File: src/core/alu_decode_pkg.sv
// Constants, field positions and encodings shared by the compressed ALU decoder.
package alu_decode_pkg;

  // Group identification bits at the top of the instruction word.
  localparam logic [2:0] IMM_GROUP_TOP = 3'h1;
  localparam logic [5:0] ALU_GROUP_TOP = 6'h10;
  localparam logic [5:0] HI_GROUP_TOP  = 6'h11;

  // Field positions inside the 16-bit instruction.
  localparam int IMM_BYTE_LSB   = 0;
  localparam int IMM_DEST_LSB   = 8;
  localparam int IMM_FN_LSB     = 11;
  localparam int LO_DEST_LSB    = 0;
  localparam int LO_SRC_LSB     = 3;
  localparam int ALU_FN_LSB     = 6;
  localparam int SECOND_BANK_BIT = 6;
  localparam int FIRST_BANK_BIT  = 7;
  localparam int HI_FN_LSB      = 8;

  // Immediate group function selects.
  localparam logic [1:0] IMM_MOVE    = 2'h0;
  localparam logic [1:0] IMM_COMPARE = 2'h1;
  localparam logic [1:0] IMM_ADD     = 2'h2;
  localparam logic [1:0] IMM_SUB     = 2'h3;

  // Two-register group function selects.
  localparam logic [3:0] ALU_AND = 4'h0, ALU_XOR = 4'h1, ALU_LSL = 4'h2, ALU_LSR = 4'h3;
  localparam logic [3:0] ALU_ASR = 4'h4, ALU_ADC = 4'h5, ALU_SBC = 4'h6, ALU_ROR = 4'h7;
  localparam logic [3:0] ALU_TST = 4'h8, ALU_NEG = 4'h9, ALU_CMP = 4'hA, ALU_CMN = 4'hB;
  localparam logic [3:0] ALU_ORR = 4'hC, ALU_MUL = 4'hD, ALU_BIC = 4'hE, ALU_MVN = 4'hF;

  // High-register group function selects.
  localparam logic [1:0] HI_ADD    = 2'h0;
  localparam logic [1:0] HI_COMPARE = 2'h1;
  localparam logic [1:0] HI_MOVE   = 2'h2;
  localparam logic [1:0] HI_BRANCH = 2'h3;

  // Condition flag bit positions in the status word.
  localparam int FLAG_N = 3;
  localparam int FLAG_Z = 2;
  localparam int FLAG_C = 1;
  localparam int FLAG_V = 0;

  // Reset values.
  localparam logic [3:0]  FLAGS_RESET      = 4'h0;
  localparam logic        COMPRESSED_RESET = 1'b1;
  localparam logic [31:0] WORD_RESET       = 32'h0;

  // Program counter handling.
  localparam logic [3:0]  PC_INDEX       = 4'hF;
  localparam logic [31:0] PC_READ_OFFSET = 32'h4;

  // Cycle counts of the equivalent full-width instructions.
  localparam logic [2:0] CYC_DATA      = 3'h1;
  localparam logic [2:0] CYC_REG_SHIFT = 3'h2;
  localparam logic [2:0] CYC_PC_WRITE  = 3'h3;
  localparam logic [2:0] CYC_MUL_BASE  = 3'h1;

endpackage

File: src/core/compact_alu_hireg_decoder.sv
// Decoder and executor for the immediate, two-register and high-register compressed groups.
//
// Contract
// - Immediate group: byte in bits 7-0, destination 10-8, function 12-11.
// - Immediate move writes the byte to destination and sets flags.
// - Immediate compare sets flags from destination minus byte, no write.
// - Immediate add stores destination plus byte and sets flags.
// - Immediate subtract stores destination minus byte and sets flags.
// - Immediate and two-register groups always update condition flags.
// - Two-register group: destination bits 2-0, source 5-3, function above.
// - Test, compare and compare-negated set flags only.
// - Negate stores zero minus source and sets flags.
// - Multiply stores source times destination and sets flags.
// - High group: destination 2-0, source 5-3, flags bits 7 and 6, function 9-8.
// - A set bank flag maps the index into registers 8 to 15.
// - High add stores destination plus source, flags unchanged.
// - Only high compare touches the flags.
// - High move copies source into destination, flags unchanged.
// - Branch-exchange jumps to source; bit 0 picks the new state.
// - Each instruction takes as many cycles as its full-width equivalent.
`timescale 1ns/1ps
`default_nettype none
module compact_alu_hireg_decoder
  import alu_decode_pkg::*;
(
  // Clock and reset.
  input  wire logic        clock,
  input  wire logic        reset,
  // Instruction hand-over from fetch.
  input  wire logic        instr_valid,
  input  wire logic [15:0] instr_word,
  input  wire logic [31:0] instr_addr,
  output var  logic        instr_ready,
  // Completion and register write-back.
  output var  logic        done,
  output var  logic        wb_valid,
  output var  logic [3:0]  wb_index,
  output var  logic [31:0] wb_data,
  output var  logic        unknown_instr,
  // Status and control flow.
  output var  logic [3:0]  status_flags_word,
  output var  logic        compressed_state,
  output var  logic        branch_valid,
  output var  logic [31:0] branch_target
);

  typedef enum logic [1:0] {ST_IDLE, ST_EXEC, ST_WAIT} state_type;

  state_type   state_r, state_nxt;
  logic [15:0] instr_r, instr_nxt;
  logic [31:0] addr_r, addr_nxt;
  logic [2:0]  count_r, count_nxt;
  logic        ready_r, ready_nxt, done_r, done_nxt, unknown_r, unknown_nxt;
  logic        wb_valid_r, wb_valid_nxt, branch_valid_r, branch_valid_nxt;
  logic [3:0]  wb_index_r, wb_index_nxt, flags_r, flags_nxt;
  logic [31:0] wb_data_r, wb_data_nxt, branch_target_r, branch_target_nxt;
  logic        compressed_r, compressed_nxt;

  // Execution results of the instruction held in instr_r.
  logic [31:0] rf_a, rf_b, op_a, op_b, pc_read, res;
  logic [3:0]  ex_flags;
  logic        ex_write, ex_branch, ex_state, ex_unknown;
  logic [31:0] ex_target;
  logic [2:0]  ex_cycles;
  logic        is_imm, is_alu, is_hi, in_exec;
  logic [3:0]  dst_idx, src_idx;
  logic [3:0]  alu_fn;
  logic [1:0]  imm_fn, hi_fn;

  // Destination index of any of the three groups.
  function automatic logic [3:0] dest_index(input logic [15:0] w);
    if (w[15:13] == IMM_GROUP_TOP) begin
      dest_index = {1'b0, w[IMM_DEST_LSB +: 3]};
    end else if (w[15:10] == HI_GROUP_TOP) begin
      dest_index = {w[FIRST_BANK_BIT], w[LO_DEST_LSB +: 3]};
    end else begin
      dest_index = {1'b0, w[LO_DEST_LSB +: 3]};
    end
  endfunction

  // Source index; only the high group can reach the upper bank.
  function automatic logic [3:0] source_index(input logic [15:0] w);
    if (w[15:10] == HI_GROUP_TOP) begin
      source_index = {w[SECOND_BANK_BIT], w[LO_SRC_LSB +: 3]};
    end else begin
      source_index = {1'b0, w[LO_SRC_LSB +: 3]};
    end
  endfunction

  // Adder returning carry, overflow and sum; subtraction passes the inverted operand.
  function automatic logic [33:0] add_calc(input logic [31:0] a, input logic [31:0] b, input logic cin);
    logic [32:0] s;
    s = {1'b0, a} + {1'b0, b} + {32'h0, cin};
    add_calc = {s[32], (a[31] == b[31]) && (s[31] != a[31]), s[31:0]};
  endfunction

  // Register-amount shifter returning carry out and result; amount zero keeps both.
  function automatic logic [32:0] shift_calc(input logic [3:0] fn, input logic [31:0] a,
                                             input logic [7:0] amt, input logic cin);
    logic [32:0] t;
    logic [63:0] r;
    t = {cin, a};
    r = {a, a} >> amt[4:0];
    if (amt != 8'h0) begin
      case (fn)
        ALU_LSL: begin
          if (amt < 8'h20) t = {1'b0, a} << amt;
          else if (amt == 8'h20) t = {a[0], 32'h0};
          else t = 33'h0;
        end
        ALU_LSR: begin
          if (amt < 8'h20) begin
            t = {a, 1'b0} >> amt;
            t = {t[0], t[32:1]};
          end else if (amt == 8'h20) t = {a[31], 32'h0};
          else t = 33'h0;
        end
        ALU_ASR: begin
          if (amt < 8'h20) begin
            t = 33'($signed({a, 1'b0}) >>> amt);
            t = {t[0], t[32:1]};
          end else t = {33{a[31]}};
        end
        default: begin
          if (amt[4:0] == 5'h0) t = {a[31], a};
          else t = {r[31], r[31:0]};
        end
      endcase
    end
    shift_calc = t;
  endfunction

  // Multiplier early termination: cycles grow with the significant bytes of the source.
  function automatic logic [2:0] mul_cycles(input logic [31:0] m);
    if (m[31:8] == 24'h0 || m[31:8] == 24'hFFFFFF) mul_cycles = CYC_MUL_BASE + 3'h1;
    else if (m[31:16] == 16'h0 || m[31:16] == 16'hFFFF) mul_cycles = CYC_MUL_BASE + 3'h2;
    else if (m[31:24] == 8'h0 || m[31:24] == 8'hFF) mul_cycles = CYC_MUL_BASE + 3'h3;
    else mul_cycles = CYC_MUL_BASE + 3'h4;
  endfunction

  // Operands are read when the instruction is taken and arrive in the execute cycle.
  reg_bank bank (
    .clock       (clock),
    .reset       (reset),
    .rd_addr_a   (dest_index(instr_word)),
    .rd_addr_b   (source_index(instr_word)),
    .rd_data_a_r (rf_a),
    .rd_data_b_r (rf_b),
    .wr_en       (in_exec && ex_write),
    .wr_addr     (dst_idx),
    .wr_data     (res)
  );

  // Decode of the held instruction; the program counter reads as address plus four, bit 0 clear.
  always_comb begin
    is_imm  = instr_r[15:13] == IMM_GROUP_TOP;
    is_alu  = instr_r[15:10] == ALU_GROUP_TOP;
    is_hi   = instr_r[15:10] == HI_GROUP_TOP;
    in_exec = state_r == ST_EXEC;
    dst_idx = dest_index(instr_r);
    src_idx = source_index(instr_r);
    imm_fn  = instr_r[IMM_FN_LSB +: 2];
    alu_fn  = instr_r[ALU_FN_LSB +: 4];
    hi_fn   = instr_r[HI_FN_LSB +: 2];
    pc_read = (addr_r + PC_READ_OFFSET) & ~32'h1;
    op_a    = (dst_idx == PC_INDEX) ? pc_read : rf_a;
    op_b    = (src_idx == PC_INDEX) ? pc_read : rf_b;
  end

  // Execute: result, flags, write and cycle count of the held instruction.
  always_comb begin
    logic [33:0] s;
    logic [32:0] sh;
    s = add_calc(op_a, ~op_b, 1'b1);
    sh = shift_calc(alu_fn, op_a, op_b[7:0], flags_r[FLAG_C]);
    res = op_a;
    ex_flags = flags_r;
    ex_write = 1'b0;
    ex_branch = 1'b0;
    ex_target = WORD_RESET;
    ex_state = compressed_r;
    ex_cycles = CYC_DATA;
    ex_unknown = 1'b0;
    if (is_imm) begin
      // Immediate group: the byte is zero-extended to a full word.
      ex_write = imm_fn != IMM_COMPARE;
      case (imm_fn)
        IMM_MOVE: res = {24'h0, instr_r[IMM_BYTE_LSB +: 8]};
        IMM_ADD: s = add_calc(op_a, {24'h0, instr_r[IMM_BYTE_LSB +: 8]}, 1'b0);
        default: s = add_calc(op_a, ~{24'h0, instr_r[IMM_BYTE_LSB +: 8]}, 1'b1);
      endcase
      if (imm_fn != IMM_MOVE) begin
        res = s[31:0];
        ex_flags[FLAG_C] = s[33];
        ex_flags[FLAG_V] = s[32];
      end
      ex_flags[FLAG_N] = res[31];
      ex_flags[FLAG_Z] = res == 32'h0;
    end else if (is_alu) begin
      ex_write = 1'b1;
      case (alu_fn)
        ALU_AND, ALU_TST: res = op_a & op_b;
        ALU_XOR: res = op_a ^ op_b;
        ALU_ORR: res = op_a | op_b;
        ALU_BIC: res = op_a & ~op_b;
        ALU_MVN: res = ~op_b;
        ALU_LSL, ALU_LSR, ALU_ASR, ALU_ROR: begin
          // Register-specified shifts cost one internal cycle more.
          res = sh[31:0];
          ex_flags[FLAG_C] = sh[32];
          ex_cycles = CYC_REG_SHIFT;
        end
        ALU_MUL: begin
          res = 32'(op_b * op_a);
          ex_cycles = mul_cycles(op_b);
        end
        default: begin
          // Arithmetic: carry forms, negate, compare and compare-negated.
          case (alu_fn)
            ALU_ADC: s = add_calc(op_a, op_b, flags_r[FLAG_C]);
            ALU_SBC: s = add_calc(op_a, ~op_b, flags_r[FLAG_C]);
            ALU_NEG: s = add_calc(32'h0, ~op_b, 1'b1);
            ALU_CMN: s = add_calc(op_a, op_b, 1'b0);
            default: s = add_calc(op_a, ~op_b, 1'b1);
          endcase
          res = s[31:0];
          ex_flags[FLAG_C] = s[33];
          ex_flags[FLAG_V] = s[32];
        end
      endcase
      if (alu_fn == ALU_TST || alu_fn == ALU_CMP || alu_fn == ALU_CMN) begin
        ex_write = 1'b0;
      end
      ex_flags[FLAG_N] = res[31];
      ex_flags[FLAG_Z] = res == 32'h0;
    end else if (is_hi) begin
      // Both-flags-clear forms run as plain low-register forms; software avoids them.
      case (hi_fn)
        HI_ADD: begin
          res = 32'(op_a + op_b);
          ex_write = 1'b1;
        end
        HI_COMPARE: begin
          res = s[31:0];
          ex_flags = {res[31], res == 32'h0, s[33], s[32]};
        end
        HI_MOVE: begin
          res = op_b;
          ex_write = 1'b1;
        end
        default: begin
          // Branch-exchange: bit 0 of the target picks the instruction state.
          ex_branch = 1'b1;
          ex_target = {op_b[31:1], 1'b0};
          ex_state = op_b[0];
          ex_cycles = CYC_PC_WRITE;
        end
      endcase
      // A write to the program counter is a branch that keeps the current state.
      if (ex_write && dst_idx == PC_INDEX) begin
        ex_write = 1'b0;
        ex_branch = 1'b1;
        ex_target = {res[31:1], 1'b0};
        ex_cycles = CYC_PC_WRITE;
      end
    end else begin
      ex_unknown = 1'b1;
    end
  end

  // Sequencer: take, execute, then hold for the rest of the equivalent cycle count.
  always_comb begin
    state_nxt = state_r;
    instr_nxt = instr_r;
    addr_nxt = addr_r;
    count_nxt = count_r;
    ready_nxt = ready_r;
    done_nxt = 1'b0;
    unknown_nxt = 1'b0;
    wb_valid_nxt = 1'b0;
    wb_index_nxt = wb_index_r;
    wb_data_nxt = wb_data_r;
    flags_nxt = flags_r;
    compressed_nxt = compressed_r;
    branch_valid_nxt = 1'b0;
    branch_target_nxt = branch_target_r;
    case (state_r)
      ST_IDLE: begin
        if (instr_valid) begin
          instr_nxt = instr_word;
          addr_nxt = instr_addr;
          ready_nxt = 1'b0;
          state_nxt = ST_EXEC;
        end
      end
      ST_EXEC: begin
        flags_nxt = ex_flags;
        compressed_nxt = ex_state;
        unknown_nxt = ex_unknown;
        wb_valid_nxt = ex_write;
        branch_valid_nxt = ex_branch;
        if (ex_write) begin
          wb_index_nxt = dst_idx;
          wb_data_nxt = res;
        end
        if (ex_branch) begin
          branch_target_nxt = ex_target;
        end
        if (ex_cycles == CYC_DATA) begin
          done_nxt = 1'b1;
          ready_nxt = 1'b1;
          state_nxt = ST_IDLE;
        end else begin
          count_nxt = ex_cycles - CYC_DATA;
          state_nxt = ST_WAIT;
        end
      end
      ST_WAIT: begin
        count_nxt = count_r - 3'h1;
        if (count_r == 3'h1) begin
          done_nxt = 1'b1;
          ready_nxt = 1'b1;
          state_nxt = ST_IDLE;
        end
      end
      default: state_nxt = ST_IDLE;
    endcase
  end

  // State registers.
  always_ff @(posedge clock or posedge reset) begin
    if (reset) begin
      state_r <= ST_IDLE;
      instr_r <= 16'h0;
      addr_r <= WORD_RESET;
      count_r <= 3'h0;
      ready_r <= 1'b1;
      done_r <= 1'b0;
      unknown_r <= 1'b0;
      wb_valid_r <= 1'b0;
      wb_index_r <= 4'h0;
      wb_data_r <= WORD_RESET;
      flags_r <= FLAGS_RESET;
      compressed_r <= COMPRESSED_RESET;
      branch_valid_r <= 1'b0;
      branch_target_r <= WORD_RESET;
    end else begin
      state_r <= state_nxt;
      instr_r <= instr_nxt;
      addr_r <= addr_nxt;
      count_r <= count_nxt;
      ready_r <= ready_nxt;
      done_r <= done_nxt;
      unknown_r <= unknown_nxt;
      wb_valid_r <= wb_valid_nxt;
      wb_index_r <= wb_index_nxt;
      wb_data_r <= wb_data_nxt;
      flags_r <= flags_nxt;
      compressed_r <= compressed_nxt;
      branch_valid_r <= branch_valid_nxt;
      branch_target_r <= branch_target_nxt;
    end
  end

  // Outputs come straight from the registers above.
  assign instr_ready = ready_r;
  assign done = done_r;
  assign unknown_instr = unknown_r;
  assign wb_valid = wb_valid_r;
  assign wb_index = wb_index_r;
  assign wb_data = wb_data_r;
  assign status_flags_word = flags_r;
  assign compressed_state = compressed_r;
  assign branch_valid = branch_valid_r;
  assign branch_target = branch_target_r;
endmodule
`default_nettype wire

File: src/core/reg_bank.sv
// Sixteen-word register file with two registered read ports and one write port.
`timescale 1ns/1ps
`default_nettype none
module reg_bank
  import alu_decode_pkg::*;
(
  // Clock and reset.
  input  wire logic        clock,
  input  wire logic        reset,
  // Read ports, data valid one cycle after the address.
  input  wire logic [3:0]  rd_addr_a,
  input  wire logic [3:0]  rd_addr_b,
  output var  logic [31:0] rd_data_a_r,
  output var  logic [31:0] rd_data_b_r,
  // Write port.
  input  wire logic        wr_en,
  input  wire logic [3:0]  wr_addr,
  input  wire logic [31:0] wr_data
);

  logic [31:0] mem [16];
  logic [31:0] rd_data_a_nxt;
  logic [31:0] rd_data_b_nxt;

  // Read data are looked up now and registered, so the array maps to plain memory.
  always_comb begin
    rd_data_a_nxt = mem[rd_addr_a];
    rd_data_b_nxt = mem[rd_addr_b];
  end

  // The array itself has no reset; software must load registers before use.
  always_ff @(posedge clock) begin
    if (wr_en) begin
      mem[wr_addr] <= wr_data;
    end
  end

  // Registered read data.
  always_ff @(posedge clock or posedge reset) begin
    if (reset) begin
      rd_data_a_r <= WORD_RESET;
      rd_data_b_r <= WORD_RESET;
    end else begin
      rd_data_a_r <= rd_data_a_nxt;
      rd_data_b_r <= rd_data_b_nxt;
    end
  end

endmodule
`default_nettype wire

File: config.mk
export PLATFORM = sky130hd
export DESIGN_NAME = compact_alu_hireg_decoder
export DESIGN_NICKNAME = d
export VERILOG_FILES = /design/src/core/alu_decode_pkg.sv /design/src/core/compact_alu_hireg_decoder.sv /design/src/core/reg_bank.sv
export SDC_FILE = /design/constraint.sdc
export NUM_CORES = 2
export LEC_CHECK = 0
export CAP_MARGIN = 20
export CORE_MARGIN = 5
export CORE_UTILIZATION = 40
export DETAILED_ROUTE_END_ITERATION = 16
export DONT_BUFFER_PORTS = 1
export REMOVE_ABC_BUFFERS = 1
export SLEW_MARGIN = 10
export SYNTH_ARGS = -nofsm -noshare
export SYNTH_HDL_FRONTEND = slang
export SYNTH_SLANG_ARGS = --single-unit
File: constraint.sdc
create_clock -name clock -period 32.8 [get_ports clock]
set_clock_uncertainty 0.2 [all_clocks]
set_input_delay 8.2 -clock clock [delete_from_list [all_inputs] [get_ports clock]]
set_output_delay 8.2 -clock clock [all_outputs]
set_load 0.05 [all_outputs]
==> impl_metrics.ini <==
[clock_network]
clkTransAtPathRegs_ns = 0.06
cts_resized = 0
clockBufferDepth = 3
cts_tree = built
cts_root_buffer = clkbuf_16
postCtsSetupBuffers = 0
numCtsBuffers = 78
htree_levels = 3
cts.sinks = 705
ctsHoldBuffers = 0
worstSkewPairLatency_ns = 0.75

[sta]
finalHoldViolations = 0
drv_slew = 0
fmax_mhz = 70.1
setup_viol = 0
relSlewSlack_pct = 5.65
rsz0062_at_grt = no
fin_crit_sh_pct = 43.5
period_minus_slack_ns = 14.26
tns_ns = 0
worst_pin_slew_ns = 1.40

[synthesis]
synth-seq-area-share_pct = 29.7
synthAdderAreaFrac_pct = 16.9
synth_xor_area_share_pct = 3.57
synth_area_sq_um = 68000
yosysUniqueCellTypes = 119
muxShareOfSynthArea_pct = 8.10
synth_compound_area_share_pct = 19.8
yosys.area.top_type_share_pct = 22.6
synth_top_family_by_area = compound AO/OA/AOI/OAI gates
syn-instance-count = 7366
synth_commonest_cells = nand2_1 (994), nor2_1 (615), edfxtp_1 (512)
synth.avg_cell_area_sq_um = 9.22
synth-main-ff-cell = edfxtp_1
synth_edf_count = 512
synth_seq_cells = 705
yosys_warnings = 0
yosys.area.top_type = edfxtp_1
synth-async-reset-ratio_pct = 27.4
yosys.cell_count.top_type = nand2_1
synth-simple-area-share_pct = 16.2
synthTopCellsByArea = edfxtp_1 (23%), fa_1 (12%), dfrtp_1 (7.0%)

[grt]
grt-ovfl-total = 0
grt_pass1_wl_mm = 469
grt_pass1_vias = 62700
grt_start_max_net_pins = 186
grt_use_total_pct = 36.3
antenna_found_initial = 24

[outcome]
outcome = complete, no violations

[setup_path]
path_max_fanout = 48
crit_type = flop to flop
rr_worst_depth = 35
cp-end-kind = flop
timing.critical_path.mode_cell = fa_1
critPathRequiredTime_ns = 33.28
worstPathArrival_ns = 14.74
cp_slowest_stage_delay_ns = 0.98
crit_path_top_delay_cell = nor3_2
startpoint_type = flop

[layout]
areaGrowthSynthToFinish_pct = 8.70
n_fill_cell = 16400
drive_gt1_share_pct = 11.7
register_area_sq_um = 20200
layout.nets = 7901
multiInputGateArea_sq_um = 44500

[floorplanning]
core_area_sq_um = 169000
die_area_sq_um = 178000
die_x_um = 422
row_count = 151
io_pins = 129
initial_utilization_pct = 40.2
floorplan.die.height_um = 422

[routing]
viasPerCell = 6.77
drt_pass1_iterations = 8
drc = 0
drt_wl_total_mm = 333
drt_iter0_markers = 8542
wl_per_cell_um = 35.2
drtAntennaViolNets = 0
vias = 64200

[min_path]
hp-class = flop to flop
min_path_cells = 2

[place]
hpwl_mm = 239
place_congestion = 1.14
portBuffers = 0

[flow_run]
cap_violations = 0
kinds of logic after synthesis:
logic type                 Yosys count
and+or+nand+nor                   2411
AOI/OAI and AO/OA                 1964
buffers and inverters             1005
DFF                                705
adders and majority gates          670
muxes                              336
xor gates and xnor gates           274
other                                1
layout by cell type, fill, tap and decap left out, types with 40 or more instances in the layout:
master	count
mux2_2	97
inv_1	399
a22oi_1	72
a211oi_1	252
buf_4	267
mux2i_1	71
nand2_1	991
a221oi_1	62
nor3_1	117
nand3_1	141
nor4_1	61
fa_1	412
a21oi_1	381
a21o_1	40
a311oi_1	76
xnor2_1	233
edfxtp_1	512
o211ai_1	68
nand2b_1	44
and2_1	158
dfrtp_1	189
nand4_1	63
ha_1	258
o221ai_1	64
a31oi_1	144
clkbuf_16	81
o22ai_1	53
mux4_2	161
o21ai_0	326
nor2_1	591
o31ai_1	43
worst paths after layout:
| check | from | end | slack, ns |
|---|---|---|---|
| setup reg to reg | instr_r[12] | status_flags_word[2] | 18.54 |
| hold reg to reg | count_r[1] | count_r[1] | 0.36 |
| min in group asynchronous | reset | branch_target[25] | 7.14 |
| hold / removal | count_r[1] | count_r[1] | 0.36 |
| setup / recovery | instr_r[12] | status_flags_word[2] | 18.54 |
| max in group asynchronous | reset | wb_data[6] | 23.53 |
through the flow:
stage / setup WS (ns) / instance area, sq um / hold WS, ns / instances / utilization (%)
6_report: 18.54 / 73900 / 0.355 / 9477 / 43.7
2_1_floorplan: 12.71 / 65800 / 0.294 / 6828 / -
3_5_place_dp: 19.02 / 71100 / 0.348 / 9314 / 42.1
4_1_cts: 18.91 / 73800 / 0.365 / 9460 / 43.6
3_3_place_gp: 19.10 / 71100 / 0.317 / 9313 / 42.1
5_1_grt: 18.42 / 73800 / 0.385 / 9465 / 43.7
layout make-up:
cell class,instances,area share (%)
multi-input combinational,5688,60.2
sequential,705,27.4
tap,2218,3.76
clock buffer,107,3.01
timing repair buffer,272,2.80
inverter,435,2.22
clock inverter,39,0.591
antenna,13,0.0440
layer usage:
layer	wire length [um]	vias up	part of all wire, %	global-route usage (%)
li1	-	26500	-	-
met5	107	-	0.032	0
met2	143000	4337	43	54.7
met1	125000	32100	38	45.6
met3	35500	1235	11	9.31
met4	29200	12	8.8	25.5
critical path: cells and delay by family (launching register included):
family          cells  cell delay (ns)
buf+inv             7             2.00
simple gates        7             3.94
fa+ha+maj          10             4.09
compound gates      9             2.72
xor+xnor            1             0.14
flops               1             0.68
mux                 1             0.33
state kept, by name, summed over array words and instances (netlist names):
signal and flops:
bank.mem 512, instr_r 16, unknown_instr 1, wb_data 32, branch_target 31, addr_r 31
count_r 3, done 1, state_r 2, status_flags_word 4, bank.rd_data_b_r 32, wb_index 4
wb_valid 1, branch_valid 1, bank.rd_data_a_r 32, compressed_state 1, instr_ready 1
Power is left out: the tool's default activity adds up to more than one toggle a clock period on the data nets, which glitch-free logic cannot reach.
